<file path="config.mk">
export PLATFORM = sky130hd
export DESIGN_NAME = drt_timer
export DESIGN_NICKNAME = d
export VERILOG_FILES = /design/src/drt_pkg.sv /design/src/drt_ch_if.sv /design/src/drt_timer.sv /design/src/drt_chan.sv
export SDC_FILE = /design/constraint.sdc
export NUM_CORES = 1
export LEC_CHECK = 0
export BUFFER_PORTS_ARGS = -buffer_cell sky130_fd_sc_hd__buf_4
export CAP_MARGIN = 20
export CORE_MARGIN = 5
export CORE_UTILIZATION = 55
export CTS_CLUSTER_SIZE = 16
export DETAILED_ROUTE_END_ITERATION = 10
export PLACE_DENSITY_LB_ADDON = 0.2
export SYNTH_ARGS = -nofsm -noshare
export SYNTH_HDL_FRONTEND = slang
export SYNTH_HIERARCHICAL = 1
export SYNTH_SLANG_ARGS = --single-unit
export TNS_END_PERCENT = 100
</file>
<file path="constraint.sdc">
create_clock -name i_mclk -period 7.6 [get_ports i_mclk]
set_clock_uncertainty 0.05 [all_clocks]
set_input_delay 1.9 -clock i_mclk [delete_from_list [all_inputs] [get_ports i_mclk]]
set_output_delay 1.9 -clock i_mclk [all_outputs]
set_load 0.01 [all_outputs]
</file>
<file path="src/drt_pkg.sv">
// constants for the dual reload timer
// What this block does
// RULE1 - two channels, each a 16-bit down-counter with a 16-bit reload
// RULE2 - counters step on a time base of system clock divided by twenty
// RULE3 - channel 1 zero flag, control bit 7, sets when counter hits zero
// RULE4 - channel 0 zero flag, control bit 6; interrupt only if its enable set
// RULE5 - flag clears after control read, then that channel's count byte read
// RULE6 - channel 1 interrupt request when its flag and enable bit 5 are set
// RULE7 - reset clears both zero flags and both interrupt enables
// RULE8 - bits 3:2 act on pin at channel 1 zero: none, toggle, low, high
// RULE9 - pin carries timer output only while vector low config bit 3 is one
// RULE10 - reset clears the pin action field to 00
// RULE11 - bits 1 and 0 enable counting, cleared at reset, counter holds
// RULE12 - stopped channel counter bytes are freely read and written
// RULE13 - channel 0 counter low byte at 0ch, high byte at 0dh
// RULE14 - channel 0 reload low byte at 0eh, high byte at 0fh
// RULE15 - shared control and status register at 10h
// RULE16 - enabled counter at zero reloads on next tick and keeps counting
package drt_pkg;

    // ------------------------------------------------------------
    // io addresses
    // ------------------------------------------------------------
    localparam logic [7:0] ADDR_CH0_CNT_LO = 8'h0c;
    localparam logic [7:0] ADDR_CH0_CNT_HI = 8'h0d;
    localparam logic [7:0] ADDR_CH0_RLD_LO = 8'h0e;
    localparam logic [7:0] ADDR_CH0_RLD_HI = 8'h0f;
    localparam logic [7:0] ADDR_CTRL       = 8'h10;
    localparam logic [7:0] ADDR_CH1_CNT_LO = 8'h14;
    localparam logic [7:0] ADDR_CH1_CNT_HI = 8'h15;
    localparam logic [7:0] ADDR_CH1_RLD_LO = 8'h16;
    localparam logic [7:0] ADDR_CH1_RLD_HI = 8'h17;

    // ------------------------------------------------------------
    // control register fields
    // ------------------------------------------------------------
    localparam int CTRL_FLAG1_BIT = 7;
    localparam int CTRL_FLAG0_BIT = 6;
    localparam int CTRL_IE1_BIT   = 5;
    localparam int CTRL_IE0_BIT   = 4;
    localparam int CTRL_ACT_HI    = 3;
    localparam int CTRL_ACT_LO    = 2;
    localparam int CTRL_EN1_BIT   = 1;
    localparam int CTRL_EN0_BIT   = 0;
    localparam logic [7:0] CTRL_RESET = 8'h00;

    // pin action codes
    localparam logic [1:0] ACT_NONE   = 2'h0;
    localparam logic [1:0] ACT_TOGGLE = 2'h1;
    localparam logic [1:0] ACT_LOW    = 2'h2;
    localparam logic [1:0] ACT_HIGH   = 2'h3;

    // ------------------------------------------------------------
    // widths, timing, reset values
    // ------------------------------------------------------------
    localparam int          CNT_W       = 16;
    localparam int          TICK_DIV    = 20;
    localparam logic [4:0]  TICK_LAST   = 5'(TICK_DIV - 1);
    localparam logic [15:0] CNT_RESET   = 16'hffff;
    localparam logic [15:0] RLD_RESET   = 16'hffff;
    localparam logic        PIN_RESET   = 1'b0;
    localparam logic [7:0]  RDATA_UNMAP = 8'h00;

endpackage

</file>
<file path="src/drt_ch_if.sv">
// carrier between timer control and one counter channel
`timescale 1ns/100ps
interface drt_ch_if;
    logic        tick;
    logic        run;
    logic        wr_cnt_lo;
    logic        wr_cnt_hi;
    logic        wr_rld_lo;
    logic        wr_rld_hi;
    logic [7:0]  wdata;
    logic [15:0] count;
    logic [15:0] reload;
    logic        zero;

    modport ctrl (output tick, run, wr_cnt_lo, wr_cnt_hi, wr_rld_lo,
                  wr_rld_hi, wdata, input count, reload, zero);
    modport chan (input tick, run, wr_cnt_lo, wr_cnt_hi, wr_rld_lo,
                  wr_rld_hi, wdata, output count, reload, zero);
endinterface

</file>
<file path="src/drt_timer.sv">
// dual reload timer top: io registers, time base, flags, pin action
`timescale 1ns/100ps
module drt_timer (
    // clock and reset
    input  wire logic       i_mclk,
    input  wire logic       i_rstn,
    // processor io access
    input  wire logic [7:0] i_io_addr,
    input  wire logic       i_io_rd,
    input  wire logic       i_io_wr,
    input  wire logic [7:0] i_io_wdata,
    output logic [7:0]      o_io_rdata,
    output logic            o_io_ack,
    // shared address and timer pin
    input  wire logic       i_addr_bit18,
    input  wire logic       i_vector_low_config_b3,
    output logic            o_shared_addr_timer_pin,
    // interrupt requests
    output logic            o_irq_chan0,
    output logic            o_irq_chan1
);
    import drt_pkg::*;

    typedef struct packed {
        logic [4:0] prescale;
        logic       tick;
        logic       flag1;
        logic       flag0;
        logic       ie1;
        logic       ie0;
        logic [1:0] act;
        logic       en1;
        logic       en0;
        logic       armed1;
        logic       armed0;
        logic       tout;
        logic       pin;
        logic       irq0;
        logic       irq1;
        logic [7:0] rdata;
        logic       ack;
    } drt_top_st_t;

    drt_top_st_t st;
    drt_top_st_t next_st;

    drt_ch_if ch0 ();
    drt_ch_if ch1 ();

    logic [7:0] ctrl_view;
    logic       rd_cnt0;
    logic       rd_cnt1;

    // ------------------------------------------------------------
    // channels
    // ------------------------------------------------------------
    drt_chan u_chan0 (
        .i_mclk (i_mclk),
        .i_rstn (i_rstn),
        .ch     (ch0)
    );

    drt_chan u_chan1 (
        .i_mclk (i_mclk),
        .i_rstn (i_rstn),
        .ch     (ch1)
    );

    assign ch0.tick      = st.tick;
    assign ch1.tick      = st.tick;
    assign ch0.run       = st.en0;
    assign ch1.run       = st.en1;
    assign ch0.wdata     = i_io_wdata;
    assign ch1.wdata     = i_io_wdata;
    assign ch0.wr_cnt_lo = i_io_wr && !st.en0
                           && i_io_addr == ADDR_CH0_CNT_LO;     // RULE13
    assign ch0.wr_cnt_hi = i_io_wr && !st.en0
                           && i_io_addr == ADDR_CH0_CNT_HI;     // RULE13
    assign ch0.wr_rld_lo = i_io_wr && i_io_addr == ADDR_CH0_RLD_LO; // RULE14
    assign ch0.wr_rld_hi = i_io_wr && i_io_addr == ADDR_CH0_RLD_HI; // RULE14
    assign ch1.wr_cnt_lo = i_io_wr && !st.en1
                           && i_io_addr == ADDR_CH1_CNT_LO;
    assign ch1.wr_cnt_hi = i_io_wr && !st.en1
                           && i_io_addr == ADDR_CH1_CNT_HI;
    assign ch1.wr_rld_lo = i_io_wr && i_io_addr == ADDR_CH1_RLD_LO;
    assign ch1.wr_rld_hi = i_io_wr && i_io_addr == ADDR_CH1_RLD_HI;

    assign ctrl_view = {st.flag1, st.flag0, st.ie1, st.ie0,
                        st.act, st.en1, st.en0};
    assign rd_cnt0   = i_io_rd && (i_io_addr == ADDR_CH0_CNT_LO
                                   || i_io_addr == ADDR_CH0_CNT_HI);
    assign rd_cnt1   = i_io_rd && (i_io_addr == ADDR_CH1_CNT_LO
                                   || i_io_addr == ADDR_CH1_CNT_HI);

    // ------------------------------------------------------------
    // next state
    // ------------------------------------------------------------
    always_comb begin
        next_st = st;
        // divide by twenty time base
        next_st.tick = (st.prescale == TICK_LAST);              // RULE2
        next_st.prescale = next_st.tick ? 5'h00
                                        : st.prescale + 5'h01;  // RULE2
        // read side effects: arm, then clear
        if (i_io_rd && i_io_addr == ADDR_CTRL) begin
            next_st.armed1 = st.flag1;                          // RULE5
            next_st.armed0 = st.flag0;                          // RULE5
        end
        if (rd_cnt1 && st.armed1) begin
            next_st.flag1  = 1'b0;                              // RULE5
            next_st.armed1 = 1'b0;
        end
        if (rd_cnt0 && st.armed0) begin
            next_st.flag0  = 1'b0;                              // RULE5
            next_st.armed0 = 1'b0;
        end
        // zero events win over clears
        if (ch1.zero) begin
            next_st.flag1 = 1'b1;                               // RULE3
        end
        if (ch0.zero) begin
            next_st.flag0 = 1'b1;                               // RULE4
        end
        // control write, flags read only
        if (i_io_wr && i_io_addr == ADDR_CTRL) begin
            next_st.ie1 = i_io_wdata[CTRL_IE1_BIT];
            next_st.ie0 = i_io_wdata[CTRL_IE0_BIT];
            next_st.act = i_io_wdata[CTRL_ACT_HI:CTRL_ACT_LO];
            next_st.en1 = i_io_wdata[CTRL_EN1_BIT];             // RULE11
            next_st.en0 = i_io_wdata[CTRL_EN0_BIT];             // RULE11
        end
        // pin action at channel 1 zero
        if (ch1.zero) begin
            unique case (st.act)                                // RULE8
                ACT_NONE:   next_st.tout = st.tout;
                ACT_TOGGLE: next_st.tout = !st.tout;
                ACT_LOW:    next_st.tout = 1'b0;
                ACT_HIGH:   next_st.tout = 1'b1;
            endcase
        end
        next_st.pin = i_vector_low_config_b3 ? st.tout
                                             : i_addr_bit18;    // RULE9
        next_st.irq0 = st.flag0 && st.ie0;                      // RULE4
        next_st.irq1 = st.flag1 && st.ie1;                      // RULE6
        // io read data
        next_st.ack = i_io_rd || i_io_wr;
        if (i_io_rd) begin
            unique case (i_io_addr)
                ADDR_CH0_CNT_LO: next_st.rdata = ch0.count[7:0];
                ADDR_CH0_CNT_HI: next_st.rdata = ch0.count[15:8];
                ADDR_CH0_RLD_LO: next_st.rdata = ch0.reload[7:0];
                ADDR_CH0_RLD_HI: next_st.rdata = ch0.reload[15:8];
                ADDR_CTRL:       next_st.rdata = ctrl_view;     // RULE15
                ADDR_CH1_CNT_LO: next_st.rdata = ch1.count[7:0];
                ADDR_CH1_CNT_HI: next_st.rdata = ch1.count[15:8];
                ADDR_CH1_RLD_LO: next_st.rdata = ch1.reload[7:0];
                ADDR_CH1_RLD_HI: next_st.rdata = ch1.reload[15:8];
                default:         next_st.rdata = RDATA_UNMAP;
            endcase
        end
    end

    // ------------------------------------------------------------
    // registers
    // ------------------------------------------------------------
    always_ff @(posedge i_mclk) begin
        if (!i_rstn) begin
            st        <= '0;                                    // RULE7
            st.act    <= CTRL_RESET[CTRL_ACT_HI:CTRL_ACT_LO];   // RULE10
            st.tout   <= PIN_RESET;
            st.rdata  <= RDATA_UNMAP;
        end else begin
            st <= next_st;
        end
    end

    assign o_io_rdata              = st.rdata;
    assign o_io_ack                = st.ack;
    assign o_shared_addr_timer_pin = st.pin;
    assign o_irq_chan0             = st.irq0;
    assign o_irq_chan1             = st.irq1;

    // ------------------------------------------------------------
    // checks
    // ------------------------------------------------------------
    property p_tick_period;
        @(posedge i_mclk) disable iff (!i_rstn)
        st.tick |-> ##20 st.tick;
    endproperty
    a_tick_period: assert property (p_tick_period) // RULE2
        else $error("time base period is not twenty clocks");

    property p_flag1_set;
        @(posedge i_mclk) disable iff (!i_rstn)
        ch1.zero |=> st.flag1;
    endproperty
    a_flag1_set: assert property (p_flag1_set) // RULE3
        else $error("channel 1 flag missed a zero");

    property p_flag0_set;
        @(posedge i_mclk) disable iff (!i_rstn)
        ch0.zero |=> st.flag0;
    endproperty
    a_flag0_set: assert property (p_flag0_set) // RULE4
        else $error("channel 0 flag missed a zero");

    property p_flag_clear;
        @(posedge i_mclk) disable iff (!i_rstn)
        $fell(st.flag1) |-> $past(st.armed1) && $past(rd_cnt1);
    endproperty
    a_flag_clear: assert property (p_flag_clear) // RULE5
        else $error("channel 1 flag cleared without read sequence");

    property p_irq0;
        @(posedge i_mclk) disable iff (!i_rstn)
        ##1 (o_irq_chan0 == $past(st.flag0 && st.ie0));
    endproperty
    a_irq0: assert property (p_irq0) // RULE4
        else $error("channel 0 request does not follow flag and enable");

    property p_irq1;
        @(posedge i_mclk) disable iff (!i_rstn)
        ##1 (o_irq_chan1 == $past(st.flag1 && st.ie1));
    endproperty
    a_irq1: assert property (p_irq1) // RULE6
        else $error("channel 1 request wrong");

    property p_reset_clear;
        @(posedge i_mclk)
        !i_rstn |=> (ctrl_view == CTRL_RESET);
    endproperty
    a_reset_clear: assert property (p_reset_clear) // RULE7
        else $error("control not cleared by reset");

    property p_toggle;
        @(posedge i_mclk) disable iff (!i_rstn)
        (ch1.zero && st.act == ACT_TOGGLE) |=> (st.tout != $past(st.tout));
    endproperty
    a_toggle: assert property (p_toggle) // RULE8
        else $error("pin did not toggle at channel 1 zero");

    property p_pin_sel;
        @(posedge i_mclk) disable iff (!i_rstn)
        ##1 (o_shared_addr_timer_pin == ($past(i_vector_low_config_b3)
             ? $past(st.tout) : $past(i_addr_bit18)));
    endproperty
    a_pin_sel: assert property (p_pin_sel) // RULE9
        else $error("shared pin source wrong");

    c_zero0: cover property (@(posedge i_mclk) disable iff (!i_rstn)
        ch0.zero);
    c_clear1: cover property (@(posedge i_mclk) disable iff (!i_rstn)
        $fell(st.flag1));
    c_toggle: cover property (@(posedge i_mclk) disable iff (!i_rstn)
        ch1.zero && st.act == ACT_TOGGLE && i_vector_low_config_b3);

endmodule

</file>
<file path="src/drt_chan.sv">
// one reload timer channel: down-counter and reload register
`timescale 1ns/100ps
module drt_chan (
    // clock and reset
    input  wire logic i_mclk,
    input  wire logic i_rstn,
    // control side
    drt_ch_if.chan    ch
);
    import drt_pkg::*;

    typedef struct packed {
        logic [15:0] count;
        logic [15:0] reload;
        logic        zero;
    } drt_chan_st_t;

    drt_chan_st_t st;
    drt_chan_st_t next_st;

    // ------------------------------------------------------------
    // counting and byte writes
    // ------------------------------------------------------------
    always_comb begin
        next_st      = st;
        next_st.zero = 1'b0;
        if (ch.tick && ch.run) begin                            // RULE11
            if (st.count == 16'h0000) begin
                next_st.count = st.reload;                      // RULE16
            end else begin
                next_st.count = st.count - 16'h0001;            // RULE1
                next_st.zero  = (st.count == 16'h0001);
            end
        end
        if (ch.wr_cnt_lo) begin
            next_st.count[7:0] = ch.wdata;                      // RULE12
        end
        if (ch.wr_cnt_hi) begin
            next_st.count[15:8] = ch.wdata;                     // RULE12
        end
        if (ch.wr_rld_lo) begin
            next_st.reload[7:0] = ch.wdata;
        end
        if (ch.wr_rld_hi) begin
            next_st.reload[15:8] = ch.wdata;
        end
    end

    always_ff @(posedge i_mclk) begin
        if (!i_rstn) begin
            st <= '{count: CNT_RESET, reload: RLD_RESET, zero: 1'b0};
        end else begin
            st <= next_st;
        end
    end

    assign ch.count  = st.count;
    assign ch.reload = st.reload;
    assign ch.zero   = st.zero;

    // ------------------------------------------------------------
    // checks
    // ------------------------------------------------------------
    property p_hold_stopped;
        @(posedge i_mclk) disable iff (!i_rstn)
        (!ch.run && !ch.wr_cnt_lo && !ch.wr_cnt_hi) |=> $stable(st.count);
    endproperty
    a_hold_stopped: assert property (p_hold_stopped) // RULE11
        else $error("stopped counter changed");

    property p_reload_at_zero;
        @(posedge i_mclk) disable iff (!i_rstn)
        (ch.tick && ch.run && st.count == 16'h0000 && !ch.wr_cnt_lo
         && !ch.wr_cnt_hi) |=> (st.count == $past(st.reload));
    endproperty
    a_reload_at_zero: assert property (p_reload_at_zero) // RULE16
        else $error("counter did not reload at zero");

    property p_zero_pulse;
        @(posedge i_mclk) disable iff (!i_rstn)
        st.zero |-> (st.count == 16'h0000 || $past(ch.wr_cnt_lo)
                     || $past(ch.wr_cnt_hi));
    endproperty
    a_zero_pulse: assert property (p_zero_pulse) // RULE1
        else $error("zero pulse without zero count");

endmodule

</file>
==> summary.md <==
| Metric | Value |
|---|---|
| Clock sinks | 95 |
| DIE WIDTH | 113 µm |
| Initial Utilization | 0.564 |
| Most used DFF post-synth | dfxtp_1 |
| Cts repair resizes | 0 |
| RSZ-0062 raised after global routing | no |
| Syn Nets | 709 |
| Hold Path End | o_io_rdata[4] |
| Leak pwr | 2.62 nW |
| Die area | 12800 µm² |
| Final worst-path cycle share | 0.494 |
| Finished Layout Cells | 810 |
| Final nets | 698 |
| Crit-path leading delay family | simple AND/OR/NAND/NOR gates |
| # rows | 37 |
| Pre-CTS setup slack | 3.50 ns |
| GPL Wtd Cong | 0.926 |
| Worst slew margin | 0.366 |
| Die Height | 113 µm |
| Synthesized flop and latch total | 95 |
| Outcome | completed |
| DP HPWL | 11400 µm |
| FF-to-FF setup slack | 4.76 ns |
| P per Cell Area | 153 nW/µm² |
| Hold_ws | 0.390 ns |
| Register area share after synthesis | 0.326 |
| Share of cells above drive strength 1 | 0.148 |
| Postcts setup bufs | 0 |
| Worst-Margin Slew | 0.951 ns |
| Iteration-0 DRC Markers | 561 |
| Clock latency on the worst-skew pair | 0.38 ns |
| Total grt overflow | 0 |
| Avg Cell Area, Syn | 8.57 µm² |
| EDFF count, synth | 0 |
| H-Tree Depth | 3 |
| Worst-path maximum fanout | 10 |
| Final Max Slew Viols | 0 |
| Worst hold stages | 2 |
| I/O pins | 34 |
| Root buf cell | clkbuf_8 |
| Unique masters post-synth | 66 |
| Final TNS setup | 0 ns |
| Worst min path class | flop to flop |
| Total track usage | 0.255 |
| CTS Buf Count | 9 |
| Mapped cell area | 5830 µm² |
| Fmax | 0.266 GHz |
| Arrival time worst endpoint | 3.93 ns |
| R2r endpoint | u_chan1/ch.count[0] |
| Minimum clock period | 3.75 ns |
| Total Wirelength | 16200 µm |
| WS Path Type | primary input to flop |
| Core Area | 10300 µm² |
| Number of global-route vias before repair | 4895 |
| Antenna diodes | 0 |
| Reg clk slew, reported paths | 0.10 ns |
| Vias/cell | 6.35 |
| Final Hold Viols | 0 |
| CTS tree | done |
| Crit path buf inv count | 1 |
| Longest Clk Path Bufs | 2 |
| Pin count of the biggest net entering global routing | 95 |
| Endpoints failing setup | 0 |
| Quantity of I/O buffers inserted on ports | 33 |
| Via count | 5141 |
| Post-route ant nets | 0 |
| HP Start | o_io_rdata[4] |
| Residual DRC | 0 |
| WP data required | 7.77 ns |
| Crit path largest cell delay | 0.74 ns |
| Peak supply drop | 0.0000793 V |
| Routed len/inst | 20.0 µm |
| RR Startpoint | u_chan1/ch.count[0] |
| Critical path cell sequence | buf_4 -> nor4b_4 -> nand2_2 -> nor2_1 -> mux2i_1 -> nand2_1 |
| Post-synth ARST share | 0 |
| Max Cap Violations | 0 |
| Layout area overhead | 4.21% |
| Crit. End Element | flop |
| Global-route wire length before repair | 26100 µm |
| Slowest CP cell | nor2_1 |
| R2R cell count | 7 |
| Cts hold-fix bufs | 0 |
| Yosys warns | 6 |
| Number of antenna violations at the first check in global routing | 0 |
| Syn Inst Count | 680 |
| DR pass1 iterations | 6 |
| # placed instances | 794 |
| Setup crit start kind | primary input |
| Final worst slack | 3.85 ns |
[power breakdown]
group	leakage, nW	switching, mW	internal [mW]
sequential	0.769	0.00214	0.500
clock	0.107	0.202	0.160
combinational	1.74	0.0440	0.0233
[layer usage]
| layer | routed length, µm | global-route usage |
|---|---|---|
| met2 | 7590 | 0.407 |
| met4 | 371 | 0.0938 |
| met5 | 0 | 0 |
| met3 | 1090 | 0.0476 |
| met1 | 7160 | 0.343 |
[sequential cells by signal (all words and copies together) (netlist names)]
| name | cells |
|---|---|
| u_chan0/ch.count | 16 |
| u_chan0/ch.reload | 16 |
| u_chan1/ch.count | 16 |
| u_chan1/ch.reload | 16 |
| o_io_rdata | 8 |
| st | 8 |
| ctrl_view | 6 |
| ch0.run | 1 |
| ch0.tick | 1 |
| ch1.run | 1 |
| o_io_ack | 1 |
| o_irq_chan0 | 1 |
| o_irq_chan1 | 1 |
| o_shared_addr_timer_pin | 1 |
| u_chan0/ch.zero | 1 |
| u_chan1/ch.zero | 1 |
[worst max path at each step]
stage | startpoint | endpoint | slack [ns] | depth (start not counted)
floorplan | i_io_addr[5] | u_chan0/ch.count[2] | 3.76 | 7
global placement | i_io_addr[5] | u_chan0/ch.reload[1] | 3.56 | 6
detailed placement | i_io_addr[5] | u_chan0/ch.reload[6] | 3.50 | 6
global route | i_io_addr[5] | u_chan1/ch.reload[3] | 3.67 | 6
finish | i_io_addr[5] | u_chan0/ch.reload[6] | 3.85 | 6
CTS | i_io_addr[5] | u_chan0/ch.reload[6] | 3.91 | 6
[final cells by class]
class | count | area [µm²]
clock inverters | 7 | 85.1
well taps | 136 | 170
multi-input cells | 512 | 3450
inverters | 11 | 41.3
flip-flops and latches | 95 | 1900
clock buffers | 9 | 124
repair buffers | 40 | 300
fillers | 943 | 4250
[worst reg2reg max path, stage by stage, from the launching register on]
cell      delay, ns
dfxtp_1        0.41
inv_1          0.12
ha_1           0.28
or4b_2         0.65
nor4_4         0.71
nor3_1         0.09
a221oi_1       0.26
o211ai_1       0.11
[synth_stat cells, drive strengths merged, types with 3 or more instances]
| cell | count | area [µm²] |
|---|---|---|
| mux2i | 49 | 490 |
| a22o | 8 | 70.1 |
| nor4 | 16 | 160 |
| mux2 | 4 | 45.0 |
| o2111ai | 11 | 96.3 |
| and3 | 9 | 56.3 |
| ha | 7 | 87.6 |
| xor2 | 12 | 105 |
| o211ai | 10 | 75.1 |
| o21a | 3 | 22.5 |
| dfxtp | 95 | 1900 |
| o21ai | 27 | 135 |
| a21o | 5 | 40.0 |
| nand3b | 12 | 90.1 |
| o31ai | 8 | 65.1 |
| inv | 11 | 41.3 |
| nand2 | 120 | 453 |
| a21oi | 30 | 150 |
| buf | 34 | 267 |
| o22ai | 7 | 43.8 |
| a31oi | 4 | 25.0 |
| or4 | 8 | 70.1 |
| a211oi | 7 | 52.6 |
| or4b | 3 | 30.0 |
| a21boi | 6 | 45.0 |
| xnor2 | 3 | 26.3 |
| a32o | 3 | 30.0 |
| nand3 | 15 | 100 |
| nor2b | 12 | 75.1 |
| or3 | 10 | 72.6 |
| a22oi | 17 | 128 |
| nor3 | 8 | 56.3 |
| or2 | 7 | 43.8 |
| a221oi | 7 | 61.3 |
| clkbuf | 26 | 158 |
| nand2b | 4 | 25.0 |
| o211a | 14 | 140 |
| nor2 | 30 | 113 |
[through the flow]
stage / area (µm²) / utilization / power, mW
2_1_floorplan: 5830 / - / 0.552
3_3_place_gp: 5860 / 0.568 / 0.578
3_5_place_dp: 5860 / 0.568 / 0.579
4_1_cts: 6070 / 0.588 / 0.934
5_1_grt: 6070 / 0.588 / 0.965
6_report: 6070 / 0.588 / 0.932
[cell families (layout without fill, tap and decap cells)]
logic type	Yosys count	count (layout)	share of synthesized area
simple gates	264	264	0.248
compound gates	173	173	0.212
flops	95	95	0.326
buf+inv	73	67	0.0837
mux	53	53	0.0919
xor+xnor	15	15	0.0225
fa+ha+maj	7	7	0.0150
[layout by cell type (no fill, tap or decap), types with 13 or more instances in the layout]
master	n
a21oi_1	30
a22oi_1	17
buf_4	40
dfxtp_1	95
mux2i_1	49
nand2_1	119
nand3_1	13
nor2_1	30
o211a_1	14
o21ai_0	21
(Power assumes the default switching activity.)
